`src/include/opsc_pkg.sv`:
```
/*
 Constants and types of the oscillator and PLL startup control.
 Assumes a 200 MHz system clock and 32-bit classic Wishbone access.
*/
package opsc_pkg;
   localparam longint unsigned CLK_FREQ_HZ = 200_000_000;
   localparam longint unsigned XTAL_DLY_MS = 1200;
   localparam longint unsigned RC_DLY_US   = 200;
   // Least times, so round up
   localparam longint unsigned XTAL_DLY_CYC = (XTAL_DLY_MS * CLK_FREQ_HZ + 64'd999) / 64'd1000;
   localparam longint unsigned RC_DLY_CYC   = (RC_DLY_US * CLK_FREQ_HZ + 64'd999_999) / 64'd1_000_000;
   localparam int SLOW_DLY_W = 28;

   // Register offsets (byte addresses)
   localparam logic [7:0] MAIN_OSC_CONTROL_OFS = 8'h00;
   localparam logic [7:0] FREQ_MEASURE_OFS     = 8'h04;
   localparam logic [7:0] PLL_A_CONFIG_OFS     = 8'h08;
   localparam logic [7:0] PLL_B_CONFIG_OFS     = 8'h0C;
   localparam logic [7:0] POWER_STATUS_OFS     = 8'h10;
   localparam logic [7:0] POWER_IRQ_MASK_OFS   = 8'h14;

   // Field positions and widths
   localparam int OSC_EN_BIT     = 0;
   localparam int OSC_BYPASS_BIT = 1;
   localparam int OSC_COUNT_LSB  = 8;
   localparam int OSC_COUNT_W    = 8;
   localparam int FREQ_W         = 16;
   localparam int FREQ_DONE_BIT  = 16;
   localparam int STAT_STABLE_BIT = 0;
   localparam int STAT_LOCK_LSB   = 1;
   localparam int STAT_SLOW_BIT   = 3;
   localparam int IRQ_W           = 3;
   localparam int PLL_NUM         = 2;

   // Counting constants
   localparam logic [2:0] OSC_PRESCALE_LAST = 3'h7;
   localparam logic [3:0] FREQ_LAST_FALL    = 4'hF;

   // Reset values and PLL config write mask
   localparam logic [31:0] PLL_CFG_RESET  = 32'h0000_0000;
   localparam logic [31:0] PLL_CFG_MASK   = 32'h07FF_3FFF;
   localparam logic [2:0]  IRQ_MASK_RESET = 3'h0;

   typedef struct packed {
      logic [4:0]  rsvd_hi;
      logic [10:0] pll_multiplier;
      logic [1:0]  rsvd_mid;
      logic [5:0]  pll_settle_count;
      logic [7:0]  div;
   } opsc_pll_cfg_type;

   typedef enum logic [1:0] {MEAS_IDLE, MEAS_ARM, MEAS_RUN, MEAS_DONE} opsc_meas_type;
endpackage

```
`src/verilog/opsc_clock_gen_ctrl.sv`:
```
/*
 Control logic of the clock generator: slow clock delay, main oscillator
 startup and frequency measurement, two PLL lock countdowns, Wishbone regs.
 Assumes slow_clk_i and main_clk_i are sampled synchronously to clk_i,
 with each clock far slower than clk_i.
*/
`timescale 1ns/1ps
module opsc_clock_gen_ctrl #(
   parameter logic [opsc_pkg::SLOW_DLY_W-1:0] XTAL_DLY = opsc_pkg::SLOW_DLY_W'(opsc_pkg::XTAL_DLY_CYC),
   parameter logic [opsc_pkg::SLOW_DLY_W-1:0] RC_DLY   = opsc_pkg::SLOW_DLY_W'(opsc_pkg::RC_DLY_CYC)
) (
   input  wire logic                                           clk_i,                // System clock
   input  wire logic                                           rst_i,                // Sync reset
   input  wire logic [7:0]                                     wb_adr_i,             // Byte address
   input  wire logic [31:0]                                    wb_dat_i,             // Write data
   input  wire logic [3:0]                                     wb_sel_i,             // Byte enables
   input  wire logic                                           wb_we_i,              // Write
   input  wire logic                                           wb_cyc_i,             // Cycle
   input  wire logic                                           wb_stb_i,             // Strobe
   output logic      [31:0]                                    wb_dat_o,             // Read data
   output logic                                                wb_ack_o,             // Acknowledge
   input  wire logic                                           slow_clk_i,           // Slow clock, sampled
   input  wire logic                                           main_clk_i,           // Main clock, sampled
   input  wire logic                                           slow_source_select_i, // 1 crystal, 0 RC
   output logic                                                slow_clk_ready_o,     // Slow startup done
   output logic                                                main_osc_enable_o,    // Oscillator enable
   output logic                                                main_osc_bypass_o,    // Oscillator bypass
   output wire opsc_pkg::opsc_pll_cfg_type [opsc_pkg::PLL_NUM-1:0] pll_cfg_o,       // PLL settings
   output wire logic [opsc_pkg::PLL_NUM-1:0]                   pll_run_o,            // PLL powered, output on
   output logic                                                irq_o                 // Interrupt
);
   import opsc_pkg::*;

   // Byte-lane merge of a write into a register's old value
   function automatic logic [31:0] merge_sel(input logic [31:0] old_v, input logic [31:0] new_v,
                                             input logic [3:0] sel);
      logic [31:0] r;
      r = old_v;
      for (int i = 0; i < 4; i++) begin
         if (sel[i]) begin
            r[i*8 +: 8] = new_v[i*8 +: 8];
         end
      end
      return r;
   endfunction

   // Word address match
   function automatic logic hit(input logic [7:0] adr, input logic [7:0] ofs);
      return adr[7:2] == ofs[7:2];
   endfunction

   logic                   wb_req;
   logic                   wr_mor;
   logic                   wr_mask;
   logic [PLL_NUM-1:0]     wr_pll;
   logic [31:0]            mor_rd;
   logic [31:0]            mor_new;
   logic [31:0]            rd_mux;
   logic                   slow_d_q;
   logic                   main_d_q;
   logic                   slow_rise;
   logic                   slow_fall;
   logic                   main_rise;
   logic [SLOW_DLY_W-1:0]  slow_dly_q;
   logic [SLOW_DLY_W-1:0]  slow_limit;
   logic [OSC_COUNT_W-1:0] osc_count_q;
   logic [OSC_COUNT_W-1:0] osc_cnt_q;
   logic [2:0]             prescale_q;
   logic                   osc_busy_q;
   logic                   stable_q;
   opsc_meas_type          meas_q;
   logic [FREQ_W-1:0]      freq_cnt_q;
   logic [3:0]             fall_cnt_q;
   logic                   done_q;
   opsc_pll_cfg_type       cfg_q [PLL_NUM];
   opsc_pll_cfg_type       cfg_new [PLL_NUM];
   logic [5:0]             pll_cnt_q [PLL_NUM];
   logic [PLL_NUM-1:0]     pll_busy_q;
   logic [PLL_NUM-1:0]     lock_q;
   logic [PLL_NUM-1:0]     run_q;
   logic [IRQ_W-1:0]       mask_q;
   logic [IRQ_W-1:0]       stat;

   // One request is taken per ack; the ack cycle itself is not a new request
   assign wb_req  = wb_cyc_i & wb_stb_i & ~wb_ack_o;
   assign wr_mor  = wb_req & wb_we_i & hit(wb_adr_i, MAIN_OSC_CONTROL_OFS);
   assign wr_mask = wb_req & wb_we_i & hit(wb_adr_i, POWER_IRQ_MASK_OFS);
   assign wr_pll  = {PLL_NUM{wb_req & wb_we_i}} &
                    {hit(wb_adr_i, PLL_B_CONFIG_OFS), hit(wb_adr_i, PLL_A_CONFIG_OFS)};
   assign mor_rd  = {16'h0000, osc_count_q, 6'h00, main_osc_bypass_o, main_osc_enable_o};
   assign mor_new = merge_sel(mor_rd, wb_dat_i, wb_sel_i);
   assign stat    = {lock_q, stable_q};

   // Read multiplexer; unmapped words read zero
   always_comb begin
      rd_mux = 32'h0000_0000;
      if (hit(wb_adr_i, MAIN_OSC_CONTROL_OFS)) begin
         rd_mux = mor_rd;
      end else if (hit(wb_adr_i, FREQ_MEASURE_OFS)) begin
         rd_mux = {15'h0000, done_q, freq_cnt_q};
      end else if (hit(wb_adr_i, PLL_A_CONFIG_OFS)) begin
         rd_mux = cfg_q[0];
      end else if (hit(wb_adr_i, PLL_B_CONFIG_OFS)) begin
         rd_mux = cfg_q[1];
      end else if (hit(wb_adr_i, POWER_STATUS_OFS)) begin
         rd_mux = {28'h0000000, slow_clk_ready_o, stat};
      end else if (hit(wb_adr_i, POWER_IRQ_MASK_OFS)) begin
         rd_mux = {29'h00000000, mask_q};
      end
   end

   // Bus answer one cycle after the request, every address acknowledged
   always_ff @(posedge clk_i) begin
      if (rst_i) begin
         wb_ack_o <= 1'b0;
         wb_dat_o <= 32'h0000_0000;
      end else begin
         wb_ack_o <= wb_req;
         if (wb_req && !wb_we_i) begin
            wb_dat_o <= rd_mux;
         end
      end
   end

   // Edge detection; reset loads the pin level so no false edge follows release
   always_ff @(posedge clk_i) begin
      if (rst_i) begin
         slow_d_q <= slow_clk_i;
         main_d_q <= main_clk_i;
      end else begin
         slow_d_q <= slow_clk_i;
         main_d_q <= main_clk_i;
      end
   end
   assign slow_rise = slow_clk_i & ~slow_d_q;
   assign slow_fall = ~slow_clk_i & slow_d_q;
   assign main_rise = main_clk_i & ~main_d_q;

   // Slow clock startup delay; select is read live after release, so a strap settles first
   assign slow_limit = slow_source_select_i ? XTAL_DLY : RC_DLY;
   always_ff @(posedge clk_i) begin
      if (rst_i) begin
         slow_dly_q       <= '0;
         slow_clk_ready_o <= 1'b0;
      end else if (!slow_clk_ready_o) begin
         if (slow_dly_q >= slow_limit - 1'b1) begin
            slow_clk_ready_o <= 1'b1;
         end else begin
            slow_dly_q <= slow_dly_q + 1'b1;
         end
      end
   end

   // Main oscillator control register; off after reset
   always_ff @(posedge clk_i) begin
      if (rst_i) begin
         main_osc_enable_o <= 1'b0;
         main_osc_bypass_o <= 1'b0;
         osc_count_q       <= '0;
      end else if (wr_mor) begin
         main_osc_enable_o <= mor_new[OSC_EN_BIT];
         main_osc_bypass_o <= mor_new[OSC_BYPASS_BIT];
         osc_count_q       <= mor_new[OSC_COUNT_LSB +: OSC_COUNT_W];
      end
   end

   // Startup countdown at slow/8; a write with the enable set restarts it even if it was about to finish
   always_ff @(posedge clk_i) begin
      if (rst_i) begin
         osc_busy_q <= 1'b0;
         osc_cnt_q  <= '0;
         prescale_q <= 3'h0;
         stable_q   <= 1'b0;
      end else if (wr_mor) begin
         stable_q   <= 1'b0;
         osc_busy_q <= mor_new[OSC_EN_BIT];
         osc_cnt_q  <= mor_new[OSC_COUNT_LSB +: OSC_COUNT_W];
         prescale_q <= 3'h0;
      end else if (osc_busy_q) begin
         if (osc_cnt_q == '0) begin
            stable_q   <= 1'b1;
            osc_busy_q <= 1'b0;
         end else if (slow_rise) begin
            prescale_q <= prescale_q + 3'h1;
            if (prescale_q == OSC_PRESCALE_LAST) begin
               osc_cnt_q <= osc_cnt_q - 1'b1;
            end
         end
      end
   end

   // Frequency measurement; restarts each time the oscillator becomes stable
   always_ff @(posedge clk_i) begin
      if (rst_i || !stable_q) begin
         meas_q     <= MEAS_IDLE;
         freq_cnt_q <= '0;
         fall_cnt_q <= 4'h0;
         done_q     <= 1'b0;
      end else begin
         unique case (meas_q)
            MEAS_IDLE: begin
               meas_q <= MEAS_ARM;
            end
            MEAS_ARM: begin
               if (slow_rise) begin
                  meas_q <= MEAS_RUN;
               end
            end
            MEAS_RUN: begin
               if (main_rise) begin
                  freq_cnt_q <= freq_cnt_q + 1'b1;
               end
               if (slow_fall) begin
                  fall_cnt_q <= fall_cnt_q + 4'h1;
                  if (fall_cnt_q == FREQ_LAST_FALL) begin
                     done_q <= 1'b1;
                     meas_q <= MEAS_DONE;
                  end
               end
            end
            MEAS_DONE: begin
               meas_q <= MEAS_DONE;
            end
         endcase
      end
   end

   // Per PLL: configuration, lock countdown and run gate
   for (genvar g = 0; g < PLL_NUM; g++) begin : g_pll
      assign cfg_new[g]   = opsc_pll_cfg_type'(merge_sel(cfg_q[g], wb_dat_i, wb_sel_i) & PLL_CFG_MASK);
      assign pll_cfg_o[g] = cfg_q[g];
      assign pll_run_o[g] = run_q[g];

      // Only a real change restarts the lock wait
      always_ff @(posedge clk_i) begin
         if (rst_i) begin
            cfg_q[g]      <= opsc_pll_cfg_type'(PLL_CFG_RESET);
            pll_cnt_q[g]  <= 6'h00;
            pll_busy_q[g] <= 1'b0;
            lock_q[g]     <= 1'b0;
         end else if (wr_pll[g] && cfg_new[g] != cfg_q[g]) begin
            cfg_q[g]      <= cfg_new[g];
            lock_q[g]     <= 1'b0;
            pll_cnt_q[g]  <= cfg_new[g].pll_settle_count;
            pll_busy_q[g] <= cfg_new[g].pll_multiplier != '0;
         end else if (pll_busy_q[g]) begin
            if (pll_cnt_q[g] == 6'h00) begin
               lock_q[g]     <= 1'b1;
               pll_busy_q[g] <= 1'b0;
            end else if (slow_rise) begin
               pll_cnt_q[g] <= pll_cnt_q[g] - 6'h01;
            end
         end
      end

      // Output held low while divider or multiplier is zero
      always_ff @(posedge clk_i) begin
         if (rst_i) begin
            run_q[g] <= 1'b0;
         end else begin
            run_q[g] <= cfg_q[g].div != '0 && cfg_q[g].pll_multiplier != '0;
         end
      end

   end

   // Interrupt mask and output
   always_ff @(posedge clk_i) begin
      if (rst_i) begin
         mask_q <= IRQ_MASK_RESET;
         irq_o  <= 1'b0;
      end else begin
         if (wr_mask) begin
            mask_q <= IRQ_W'(merge_sel({29'h00000000, mask_q}, wb_dat_i, wb_sel_i));
         end
         irq_o <= |(stat & mask_q);
      end
   end
endmodule
```
`config.mk`:
```
export PLATFORM = sky130hd
export DESIGN_NAME = opsc_clock_gen_ctrl
export DESIGN_NICKNAME = d
export VERILOG_FILES = /design/src/include/opsc_pkg.sv /design/src/verilog/opsc_clock_gen_ctrl.sv
export SDC_FILE = /design/constraint.sdc
export NUM_CORES = 1
export LEC_CHECK = 0
export ABC_AREA = 1
export BUFFER_PORTS_ARGS = -buffer_cell sky130_fd_sc_hd__buf_2
export CORE_ASPECT_RATIO = 0.75
export CORE_MARGIN = 2
export CORE_UTILIZATION = 28
export DETAILED_ROUTE_END_ITERATION = 16
export PLACE_DENSITY_LB_ADDON = 0.2
export SETUP_SLACK_MARGIN = 0.15
export SYNTH_ARGS = -nofsm -noshare
export SYNTH_HDL_FRONTEND = slang
export SYNTH_SLANG_ARGS = --single-unit
```
`constraint.sdc`:
```
create_clock -name clk_i -period 4.4 [get_ports clk_i]
set_input_delay 0 -clock clk_i [delete_from_list [all_inputs] [get_ports clk_i]]
set_output_delay 0 -clock clk_i [all_outputs]
set_load 0.05 [all_outputs]
```
* Word-level counts from Yosys, hierarchy flattened *
Memories as Yosys holds them, arrays and structs flattened.
Cells that the tools add are included.
Widths: inputs -> output; s select.

word-level totals
  register bits after elaboration = 120
  input port bits = 52
  word-level logic and storage cells = 175
  memory bits (writable) = 62
  output and inout port bits = 103
  memories kept = 2

cells by class
  magnitude comparators = 1
  multiplexer cells = 62
  reduce and logical (&&, ||, !) cells = 38
  add/sub/neg operators = 8
  bitwise operators = 23
  eq/ne operators = 16

memories
  name       depth  bits a word  read ports  clocked after memory_dff  write ports  line                       RTL
  cfg_q      2      25           2           0                         2            opsc_clock_gen_ctrl.sv:75  opsc_pll_cfg_type cfg_q [PLL_NUM];
  pll_cnt_q  2      6            2           0                         2            opsc_clock_gen_ctrl.sv:77  logic [5:0] pll_cnt_q [PLL_NUM];

operator list
  kind                   number
  $mux 32                4
  $mux 8                 10
  $ne 27x32->1           2
  $mux 25                2
  $reduce_bool 11->1     4
  $mux 6                 6
  $mux 1                 31
  $add 28x1->28 const B  1
  $ge 28x28->1           1
  $mux 28                1
  $sub 28x1->28 const B  1
  $logic_not 6->1        3
  $add 16x1->16 const B  1
  $reduce_and 2->1       8
  $reduce_bool 8->1      2
  $eq 6x2->1 const B     2
  $eq 6x3->1 const B     2
  $sub 6x1->6 const B    2
  $mux 3                 3
  $reduce_and 3->1       3
  $and 1x1->1            8
  $logic_not 8->1        1
  $ne 2x2->1 const B     4
  $pmux 2 s4             1
  22 further kinds       45

* Longest topological paths before layout *
Gate-level depths: netlist of run 1.

  depth after elaboration = 10
  gate-level depth with buffers = 13

* Worst setup path before layout of run 1 *
OpenSTA, ideal clock, no wires.

  path type = register to register
  from = memory cfg_q[1][4] (netlist name)
  to = memory cfg_q[1][0] (netlist name), enable pin
  stages on the path, launching flop included = 10
  setup time = 0.436 ns
  setup slack = 2.067 ns
  arrival = 1.897 ns
  data required time = 3.964 ns
  period minus slack after synthesis = 2.333 ns
  path buffers = 0
  cells stage by stage = edfxtp_1 inv_1 nand3_1 nand2_1 nor2_1 nand2_1 nor2_2 nand3_4 nand2_4 nand2_1

RTL lines
  what             line
  start, declared  opsc_clock_gen_ctrl.sv:75

==> key figures, run 1 <==
Finish
  • Final Util: 32.9%
  • Fillers: 4070
  • Share of cells above drive strength 1: 13.1%
  • Layout Area Growth over Synthesis: 15.7%
  • Leading cell types in the layout, fill and taps excluded: 280 x nand2_1, 194 x inv_1, 157 x nor2_1
  • Nets: 1653
  • Commonest non-fill, non-tap cell in the layout: nand2_1
  • Post-route cell area: 0.0122 mm2

GRT
  • GRT overflow: 0
  • Largest net degree at the start of global routing: 35
  • Initial antenna violation count: 3
  • Global-route wire length before repair: 54500 um
  • Vias in the first global route: 9465
  • Total global routing track utilization: 18.0%

Power and ir drop
  • Sw Share: 30.7%
  • Static Leak: 0.00523 uW
  • Clock share of power: 41.4%
  • PwrDens: 306 mW/mm2
  • Comb pwr share: 11.6%
  • Power share of the sequential group: 47.0%
  • Sw Pwr: 1150 uW
  • VDD IR max: 0.266 mV
  • Int Pwr: 2580 uW

STA
  • Count of final max-slew check failures: 0
  • Worst slew pin tran: 1.05 ns
  • Fin Clk Skew: 0.0191 ns
  • Setup TNS: 0 ns
  • FMAX: 370 MHz
  • Final setup margin: 1.69 ns
  • RSZ-0062 raised after global routing: no
  • Relative slew slack: 29.9%
  • Hold Violations, Final: 0
  • Crit share post-route: 61.5%
  • Final setup fails: 0
  • Min Clock Period, post-route: 2.71 ns

Clocking
  • CTS buffer count: 17
  • CTS tree: done
  • Clock Sinks: 177
  • Worst-path clk slew: 0.08 ns
  • H-tree depth: 4
  • Clk buf depth: 2
  • Clock Latency Late Sink: 0.45 ns
  • Clock root cell: clkbuf_16
  • CTS resizes: 0

Die
  • Die Area: 0.0393 mm2
  • FP Rows: 61
  • Starting Density: 28.4%
  • Die Ht: 172 um
  • I/O pin count: 155
  • Core box area: 0.0371 mm2
  • Die Wd: 228 um

Setup path
  • Crit end category: register
  • Startpoint Class: input pin
  • WP data required: 4.48 ns
  • Arrival @ worst endpoint: 2.78 ns
  • Kind of critical path: in -> reg
  • Peak fanout along the critical path: 26

Logic synthesis
  • Flops & latches, synth: 177
  • Top FF cell, synth: dfxtp_1
  • Post-Synthesis Cell Area: 0.0105 mm2
  • Ys Warns: 0
  • Mapped Cells: 1462
  • Yosys cell types: 50
  • Avg Inst Size Synth: 7.21 um2
  • Seq/Total Area, Yosys: 39.5%
  • Post-synth EDFFs: 62
  • Async S/R FF share, synth: 0%

Placed design
  • Routability cong.: 0.903
  • Hpwl dp: 26200 um
  • Cell Area, Placed: 0.0115 mm2
  • Dpl ws: 1.87 ns
  • Port Buffers: 128

Route
  • Antenna Violating Nets Remaining: 0
  • Vias per inst: 4.86
  • Met2 WL: 14300 um
  • DR DRC count: 0
  • M1 WL: 17800 um
  • Routed wire length: 35100 um
  • Vias post-DR: 10200
  • WL/cell: 16.8 um
  • Top Metal Used: met4
  • Iter 0 DRT Violations: 785
  • Routed wl met3: 2210 um
  • DR pass1 iterations: 6

Outcome
  • Status: finished, final reports clean

Worst hold path
  • Hold WC Path Type: in -> reg

Flow run
  • Max-cap violations: 0
## synthesized netlist by cell type (4+ instances only)
library cell	number	share of area, %
inv_2	4	0.14
nand4_1	36	2.1
o21ai_0	101	4.8
inv_1	194	6.9
a21oi_1	123	5.8
buf_6	10	1.1
xor2_1	25	2.1
buf_2	13	0.62
nor4_1	6	0.36
nand3_1	127	6.0
o21a_1	7	0.50
a211oi_1	4	0.28
nand2_2	5	0.30
clkbuf_1	18	0.64
dfxtp_1	115	22
edfxtp_1	62	18
nor2_2	7	0.42
o22ai_1	18	1.1
a21oi_2	9	0.75
nand2_1	280	10
ha_1	24	2.8
o221ai_1	4	0.33
buf_4	23	1.6
xnor2_1	14	1.2
nor2_1	157	5.6
o21ai_1	8	0.38
clkinv_1	5	0.18
nor3_1	23	1.1
## power groups by stage
| stage | registers, uW | clock network (uW) | logic, uW |
|---|---|---|---|
| floorplan | 1860 | 0 | 235 |
| global placement | 1790 | 0 | 421 |
| detailed placement | 1790 | 0 | 423 |
| CTS | 1750 | 1590 | 432 |
| global route | 1760 | 1660 | 471 |
| finish | 1750 | 1540 | 432 |
## final timing paths
| path | from | endpoint | slack [ns] | cells past startpoint |
|---|---|---|---|---|
| setup / recovery | wb_stb_i | cfg_q[0][8] | 1.69 | 9 |
| hold / removal | rst_i | wb_ack_o | 0.007 | 2 |
| setup reg to reg | cfg_q[0][22] | cfg_q[0][8] | 2.04 | 8 |
| hold reg to reg | wb_dat_o[18] | wb_dat_o[18] | 0.46 | 2 |
## metrics by stage
stage	instances	total power (uW)	hold slack, ns
4_1_cts	2094	3780	0.00689
2_1_floorplan	1480	2090	0.0277
5_1_grt	2096	3890	0.0341
6_report	2097	3730	0.00709
3_5_place_dp	2051	2210	0.121
3_3_place_gp	2051	2210	0.119
## per-layer routing
metal / up-vias / track usage (%)
met5: - / 0
met4: 0 / 5.37
met3: 35 / 4.65
met2: 269 / 26.1
met1: 4816 / 26.1
li1: 5062 / -
## cells by family (layout without fill, tap and decap cells)
family          count (synthesis)  in the layout  synth area share, %
simple gates                  662            662                 28.0
compound gates                287            287                 14.9
buf+inv                       272            382                 11.5
flops                         177            177                 39.5
xor+xnor                       39             39                 3.24
fa+ha+maj                      24             24                 2.85
other cells                     1             22               0.0356
## worst max-delay path, stage by stage
cell	delay, ns
dlygate4sd3_1	0.53
buf_2	0.10
nand2_1	0.04
dlygate4sd3_1	0.55
nor2_1	0.14
nand2_1	0.33
nor2_1	0.31
nand2_2	0.19
nand2_2	0.57
## layout make-up
cell class,count,area [um2],share of cell area (%)
Tap cell,504,631,5.17
Timing Repair Buffer,146,803,6.58
Clock buffer,17,425,3.49
Sequential cell,177,4160,34.1
Antenna cell,3,7.51,0.0615
Multi-Input combinational cell,1031,5240,43.0
Inverter,204,768,6.30
Clock inverter,15,158,1.29
## state kept, by name, summed over array words and instances (netlist names), 2 cells and up
signal / flops
slow_dly_q: 28
freq_cnt_q: 16
mask_q: 3
osc_count_q: 8
pll_run_o: 2
prescale_q: 3
pll_cnt_q: 12
fall_cnt_q: 4
lock_q: 2
meas_q: 2
pll_busy_q: 2
cfg_q: 50
wb_dat_o: 27
osc_cnt_q: 8
## timing repair
item,4_1_cts,5_1_grt
buffers inserted,0,0
hold buffers,11,0
endpoints found under the hold margin,24,0
Power figures use the tool's default switching activity.
==> run 2, diff against run 1 <==
==> constraint.sdc (replaced) <==
create_clock -name clk_i -period 2.8 [get_ports clk_i]
set_input_delay 0 -clock clk_i [delete_from_list [all_inputs] [get_ports clk_i]]
set_output_delay 0 -clock clk_i [all_outputs]
set_load 0.05 [all_outputs]
==> run 2 against run 1 <==
  * Setup slack worse by 1.4 ns
  * Worst hold slack gained 0.024 ns
  * Non-clock buffer count increased by 20
  * Sequential cell count did not move
  * Sequential power rose by 57%
  * Die area unchanged
  * Register-to-register slack lost 1.5 ns
  * First-iteration DRC count up 13%
  * Global-route usage rose by 0.094 points
  * Largest power group unchanged
  * Critical endpoint is now cfg_q[1][18]
  * Sequential share of layout area is 0.53 points lower
  * Utilization is 0.52 points higher
  * Via count about the same
==> key figures, run 2 (synthesis results as in run 1) <==
STA
  • Hold Violations, Final: 0 (unchanged)
  • Hold WS: 0.0310 ns (+0.0239 ns)
  • Final setup fails: 0 (unchanged)
  • Relative slew slack: 42.6% (+13 points)
  • Setup TNS: 0 ns (unchanged)
  • Crit share post-route: 91.3%
  • FMAX: 391 MHz
  • Final setup margin: 0.244 ns (-1.45 ns)
  • Fin Clk Skew: 0.0208 ns (+0.00168 ns)
  • RSZ-0062 raised after global routing: yes
  • Min Clock Period, post-route: 2.56 ns
  • Count of final max-slew check failures: 0 (unchanged)
  • Worst slew pin tran: 0.856 ns (-0.191 ns)

GRT
  • GRT overflow: 0 (unchanged)
  • Global-route wire length before repair: 54700 um (+0.46%)
  • Largest net degree at the start of global routing: 41 (+17%)
  • Initial antenna violation count: 4 (+1)
  • Vias in the first global route: 9434 (-0.33%)
  • Total global routing track utilization: 18.1% (+0.094 points)

Route
  • WL/cell: 16.8 um (+0.14%)
  • Vias per inst: 4.81 (-1.0%)
  • Iter 0 DRT Violations: 889 (+13%)
  • Antenna Violating Nets Remaining: 0 (unchanged)
  • DR DRC count: 0 (unchanged)
  • DR pass1 iterations: 6 (unchanged)
  • Vias post-DR: 10200 (-0.029%)
  • Routed wire length: 35500 um (+1.1%)

Finish
  • Biggest regs: cfg_q: 50 flops, slow_dly_q: 28 flops, wb_dat_o: 27 flops
  • Layout Area Growth over Synthesis: 17.5%
  • Fillers: 4068 (-0.049%)
  • Share of cells above drive strength 1: 14.2% (+1.1 points)
  • Sequential Area: 0.00416 mm2 (unchanged)
  • Largest Register: cfg_q
  • Area of the multi-input gates: 0.00525 mm2 (about the same)
  • Commonest non-fill, non-tap cell in the layout: nand2_1
  • Non-filler instance count after layout: 2118 (+1.0%)
  • Max FFs per register: 50 (unchanged)
  • Nets: 1673 (+1.2%)
  • Leading cell types in the layout, fill and taps excluded: 280 x nand2_1, 194 x inv_1, 156 x nor2_1

Power and ir drop
  • VDD IR max: 0.418 mV (+57%)
  • Int Pwr: 4070 uW (+57%)
  • Sw Share: 30.9% (+0.15 points)
  • Total power: 5880 uW (+58%)
  • Sw Pwr: 1820 uW (+58%)
  • Power share of the sequential group: 46.8% (-0.2 points)
  • PwrDens: 475 mW/mm2 (+55%)
  • Static Leak: 0.00534 uW (+2.1%)
  • Clock share of power: 41.5% (about the same)
  • Comb pwr share: 11.7% (about the same)

Setup path
  • Peak fanout along the critical path: 23 (-12%)
  • Kind of critical path: in -> reg
  • Top delay family on crit path: buffers and inverters
  • CP most frequent cell: nand2_1
  • Arrival @ worst endpoint: 2.66 ns (-0.12 ns)
  • Slowest cell on the critical path: dlygate4sd3_1
  • WP data required: 2.90 ns (-1.58 ns)
  • Startpoint Class: input pin
  • Bufs and invs on worst path: 4 (+1)
  • Crit end category: register
  • Worst path max stage delay: 0.54 ns (-0.03 ns)
  • Cells along the critical path: dlygate4sd3_1, buf_2, nand2_1, dlygate4sd3_1, nor2_1, nand2_1, nor2_4, nand2_4, nand2_1, buf_4

Clocking
  • Worst-path clk slew: 0.08 ns (about the same)
  • H-tree depth: 4 (unchanged)
  • Clk buf depth: 2 (unchanged)
  • Clock Latency Late Sink: 0.45 ns (about the same)
  • Clock Sinks: 177 (unchanged)
  • CTS buffer count: 17 (unchanged)
  • Clock root cell: clkbuf_16
  • CTS tree: done

Die
  • FP Rows: 61 (unchanged)
  • Die Wd: 228 um (unchanged)
  • I/O pin count: 155 (unchanged)
  • Core box area: 0.0371 mm2 (unchanged)
  • Die Area: 0.0393 mm2 (unchanged)
  • Die Ht: 172 um (unchanged)
  • Starting Density: 28.4% (unchanged)

Worst hold path
  • Hold WC Path Type: in -> reg

Flow run
  • Max-cap violations: 0 (unchanged)

Placed design
  • Dpl ws: 0.446 ns (-1.42 ns)
  • Dpl cells: 2065 (+0.68%)
  • Routability cong.: 0.911 (+0.95%)
  • Hpwl dp: 26700 um (+2.0%)
  • Port Buffers: 128 (unchanged)

Outcome
  • Status: finished, final reports clean
==> run 2: cell count changes in the layout (fill, tap and decap cells not counted), sizes merged <==
cell,previous run,this run
clkinv,9,14
diode,3,4
dlygate4sd3,11,12
inv,210,205
buf,135,154
==> run 2: final timing paths <==
kind / slack [ns] / from / depth (start not counted) / to
worst max-delay path: 0.24 / wb_stb_i / 10 / cfg_q[1][18]
worst min-delay path: 0.03 / wb_dat_i[16] / 3 / cfg_q[0][14]
worst max register to register: 0.51 / cfg_q[0][24] / 9 / cfg_q[0][13]
worst min register to register: 0.47 / wb_dat_o[16] / 2 / wb_dat_o[16]
==> run 2: per-stage QoR <==
stage                     instance area [um2]  utilization (%)
after global placement                  11600             31.4
after global routing                    12400             33.4
after detailed placement                11600             31.4
after CTS                               12300             33.3
final                                   12400             33.4
after floorplan                         10600                -
==> run 2: final cells by class <==
cell class / count / share of cell area [%]
well taps: 504 / 5.09
multi-input cells: 1031 / 42.3
flip-flops and latches: 177 / 33.6
inverters: 204 / 6.20
clock buffers: 17 / 3.43
repair buffers: 166 / 7.92
clock inverters: 15 / 1.34
diodes: 4 / 0.0808
==> run 2: metal layers <==
layer | up-vias | track usage [%] | share of wire (%)
li1 | 5101 | - | -
met1 | 4766 | 26.4 | 51
met2 | 285 | 26.8 | 41
met3 | 27 | 3.81 | 6.4
met4 | 0 | 5.20 | 1.4
met5 | - | 0 | 0
==> run 2: worst reg2reg max path, cell delays in order (launching register included) <==
cell and delay (ns):
edfxtp_1 0.50, nand3_1 0.13, o21ai_0 0.08, nor2_1 0.23, nand3_1 0.12, nor2_1 0.13
nand3_1 0.14, nand2_2 0.20, nand2_2 0.28, buf_12 0.25
==> run 2: timing repair <==
action | in CTS | in global routing
hold endpoints to repair | 25 | 0
hold buffers | 12 | 0
resized for setup | 0 | 1
setup endpoints to repair | 0 | 21
setup buffers | 0 | 5
==> run 2: power by group through the flow <==
stage	Sequential, uW	Clock (uW)	Combinational [uW]
global placement	2810	0	671
CTS	2750	2500	689
floorplan	2920	0	370
finish	2750	2440	689
global route	2760	2590	750
detailed placement	2810	0	673
==> run 3, diff against run 2 <==
==> constraint.sdc (replaced) <==
create_clock -name clk_i -period 3.09 [get_ports clk_i]
set_input_delay 0 -clock clk_i [delete_from_list [all_inputs] [get_ports clk_i]]
set_output_delay 0 -clock clk_i [all_outputs]
set_load 0.05 [all_outputs]
==> run 3 against run 2 <==
  * Sequential share of layout area grew 0.20 points
  * Largest power group unchanged
  * Combinational power down 9.6%
  * Highest routed layer unchanged
  * Global-route usage rose by 0.11 points
==> key figures, run 3 (synthesis results as in run 1) <==
Outcome
  • Status: finished, final reports clean

Finish
  • Max FFs per register: 50 (unchanged)
  • Leading cell types in the layout, fill and taps excluded: 280 x nand2_1, 194 x inv_1, 157 x nor2_1
  • Share of cells above drive strength 1: 13.7% (-0.49 points)
  • Commonest non-fill, non-tap cell in the layout: nand2_1
  • Largest Register: cfg_q
  • Layout Area Growth over Synthesis: 16.8%
  • Post-route cell area: 0.0123 mm2 (-0.60%)
  • Nets: 1665 (-0.48%)
  • Fillers: 4088 (+0.49%)
  • Biggest regs: cfg_q: 50 flops, slow_dly_q: 28 flops, wb_dat_o: 27 flops

Route
  • Antenna Violating Nets Remaining: 0 (unchanged)
  • Routed wire length: 35500 um (-0.11%)
  • Iter 0 DRT Violations: 949 (+6.7%)
  • Vias post-DR: 10200 (+0.35%)
  • DR pass1 iterations: 5 (-1)
  • DR DRC count: 0 (unchanged)
  • Vias per inst: 4.85 (+0.83%)
  • WL/cell: 16.8 um (+0.36%)

STA
  • Min Clock Period, post-route: 2.78 ns
  • Count of final max-slew check failures: 0 (unchanged)
  • Worst slew pin tran: 0.676 ns (-0.180 ns)
  • Relative slew slack: 54.7% (+12 points)
  • FMAX: 360 MHz
  • Setup TNS: 0 ns (unchanged)
  • Hold WS: 0.0107 ns (-0.0203 ns)
  • Crit share post-route: 90.0%
  • Hold Violations, Final: 0 (unchanged)
  • Fin Clk Skew: 0.0151 ns (-0.00571 ns)
  • RSZ-0062 raised after global routing: no
  • Final setup fails: 0 (unchanged)

Die
  • Die Area: 0.0393 mm2 (unchanged)
  • Die Ht: 172 um (unchanged)
  • I/O pin count: 155 (unchanged)
  • Starting Density: 28.4% (unchanged)
  • Core box area: 0.0371 mm2 (unchanged)
  • FP Rows: 61 (unchanged)
  • Die Wd: 228 um (unchanged)

Setup path
  • Startpoint Class: input pin
  • Kind of critical path: in -> reg
  • Crit end category: register
  • Cells along the critical path: dlygate4sd3_1, buf_2, nand2_1, dlygate4sd3_1, nor2_1, nand2_1, nor2_1, nand2_2, nand2_2, buf_12
  • Peak fanout along the critical path: 15 (-35%)
  • Worst path max stage delay: 0.54 ns (about the same)
  • Arrival @ worst endpoint: 2.95 ns (+0.29 ns)
  • WP data required: 3.26 ns (+0.36 ns)
  • Slowest cell on the critical path: dlygate4sd3_1

Power and ir drop
  • Total power: 5370 uW (-8.6%)
  • Sw Pwr: 1630 uW (-10%)
  • Static Leak: 0.00529 uW (-0.87%)
  • PwrDens: 436 mW/mm2 (-8.1%)
  • Power share of the sequential group: 46.5% (-0.3 points)
  • Comb pwr share: 11.6% (about the same)
  • Sw Share: 30.4% (-0.52 points)
  • Clock share of power: 42.0% (+0.5 points)
  • Int Pwr: 3740 uW (-7.9%)
  • VDD IR max: 0.386 mV (-7.7%)

Clocking
  • Cts hold-fix bufs: 12 (unchanged)
  • H-tree depth: 4 (unchanged)
  • Clock root cell: clkbuf_16
  • CTS buffer count: 17 (unchanged)
  • Clock Sinks: 177 (unchanged)
  • CTS tree: done
  • Clock Latency Late Sink: 0.46 ns (about the same)
  • # Post-CTS Setup Buffers: 0 (unchanged)
  • CTS resizes: 0 (unchanged)
  • Clk buf depth: 2 (unchanged)
  • Worst-path clk slew: 0.08 ns (about the same)

Placed design
  • Routability cong.: 0.908 (-0.43%)
  • Hpwl dp: 26500 um (-0.50%)
  • Port Buffers: 128 (unchanged)
  • Cell Area, Placed: 0.0116 mm2 (-0.30%)

GRT
  • Global-route wire length before repair: 54700 um (-0.10%)
  • Initial antenna violation count: 2 (-2)
  • Vias in the first global route: 9398 (-0.38%)
  • GRT overflow: 0 (unchanged)
  • Total global routing track utilization: 18.2% (+0.11 points)
  • Largest net degree at the start of global routing: 34 (-17%)

Flow run
  • Max-cap violations: 0 (unchanged)

Worst hold path
  • Hold WC Path Type: in -> reg
[run 3: per-layer routing]
metal	global-route usage (%)	vias to the layer above	routed length [um]
met2	27.1	297	14900
li1	-	5071	-
met3	4.04	25	2460
met1	26.6	4822	17800
met4	4.26	0	370
met5	0	-	0
[run 3: cell type report]
class / instances / area (um2) / area share [%]
Tap cell: 504 / 631 / 5.12
Sequential cell: 177 / 4160 / 33.8
Timing Repair Buffer: 158 / 908 / 7.37
Inverter: 204 / 768 / 6.24
Clock inverter: 13 / 134 / 1.09
Multi-Input combinational cell: 1031 / 5240 / 42.6
Clock buffer: 19 / 464 / 3.77
Antenna cell: 2 / 5.00 / 0.0406
[run 3: path summary, 6_finish.rpt]
path | start | endpoint | slack, ns | depth (start not counted)
setup / recovery | wb_stb_i | cfg_q[0][21] | 0.31 | 10
hold / removal | wb_dat_i[5] | cfg_q[0][5] | 0.01 | 5
setup reg to reg | wb_ack_o | cfg_q[0][21] | 0.71 | 6
hold reg to reg | wb_dat_o[16] | wb_dat_o[16] | 0.46 | 2
[run 3: stage by stage]
step	setup WS, ns	utilization, %	instances
global route	0.239	33.2	2107
global placement	0.687	31.3	2062
CTS	0.311	33.2	2106
floorplan	0.757	-	1480
finish	0.310	33.2	2108
detailed placement	0.662	31.3	2062
[run 3: worst max-delay path: cells and delay by family]
| kind | cells | cell delay [ns] |
|---|---|---|
| buf+inv | 4 | 1.36 |
| simple gates | 6 | 1.57 |
[run 3: power groups by stage]
stage               Sequential [uW]  Clock (uW)  Combinational (uW)
floorplan                      2650           0                 335
global placement               2550           0                 607
detailed placement             2550           0                 609
CTS                            2500        2300                 624
global route                   2500        2400                 678
finish                         2500        2250                 623
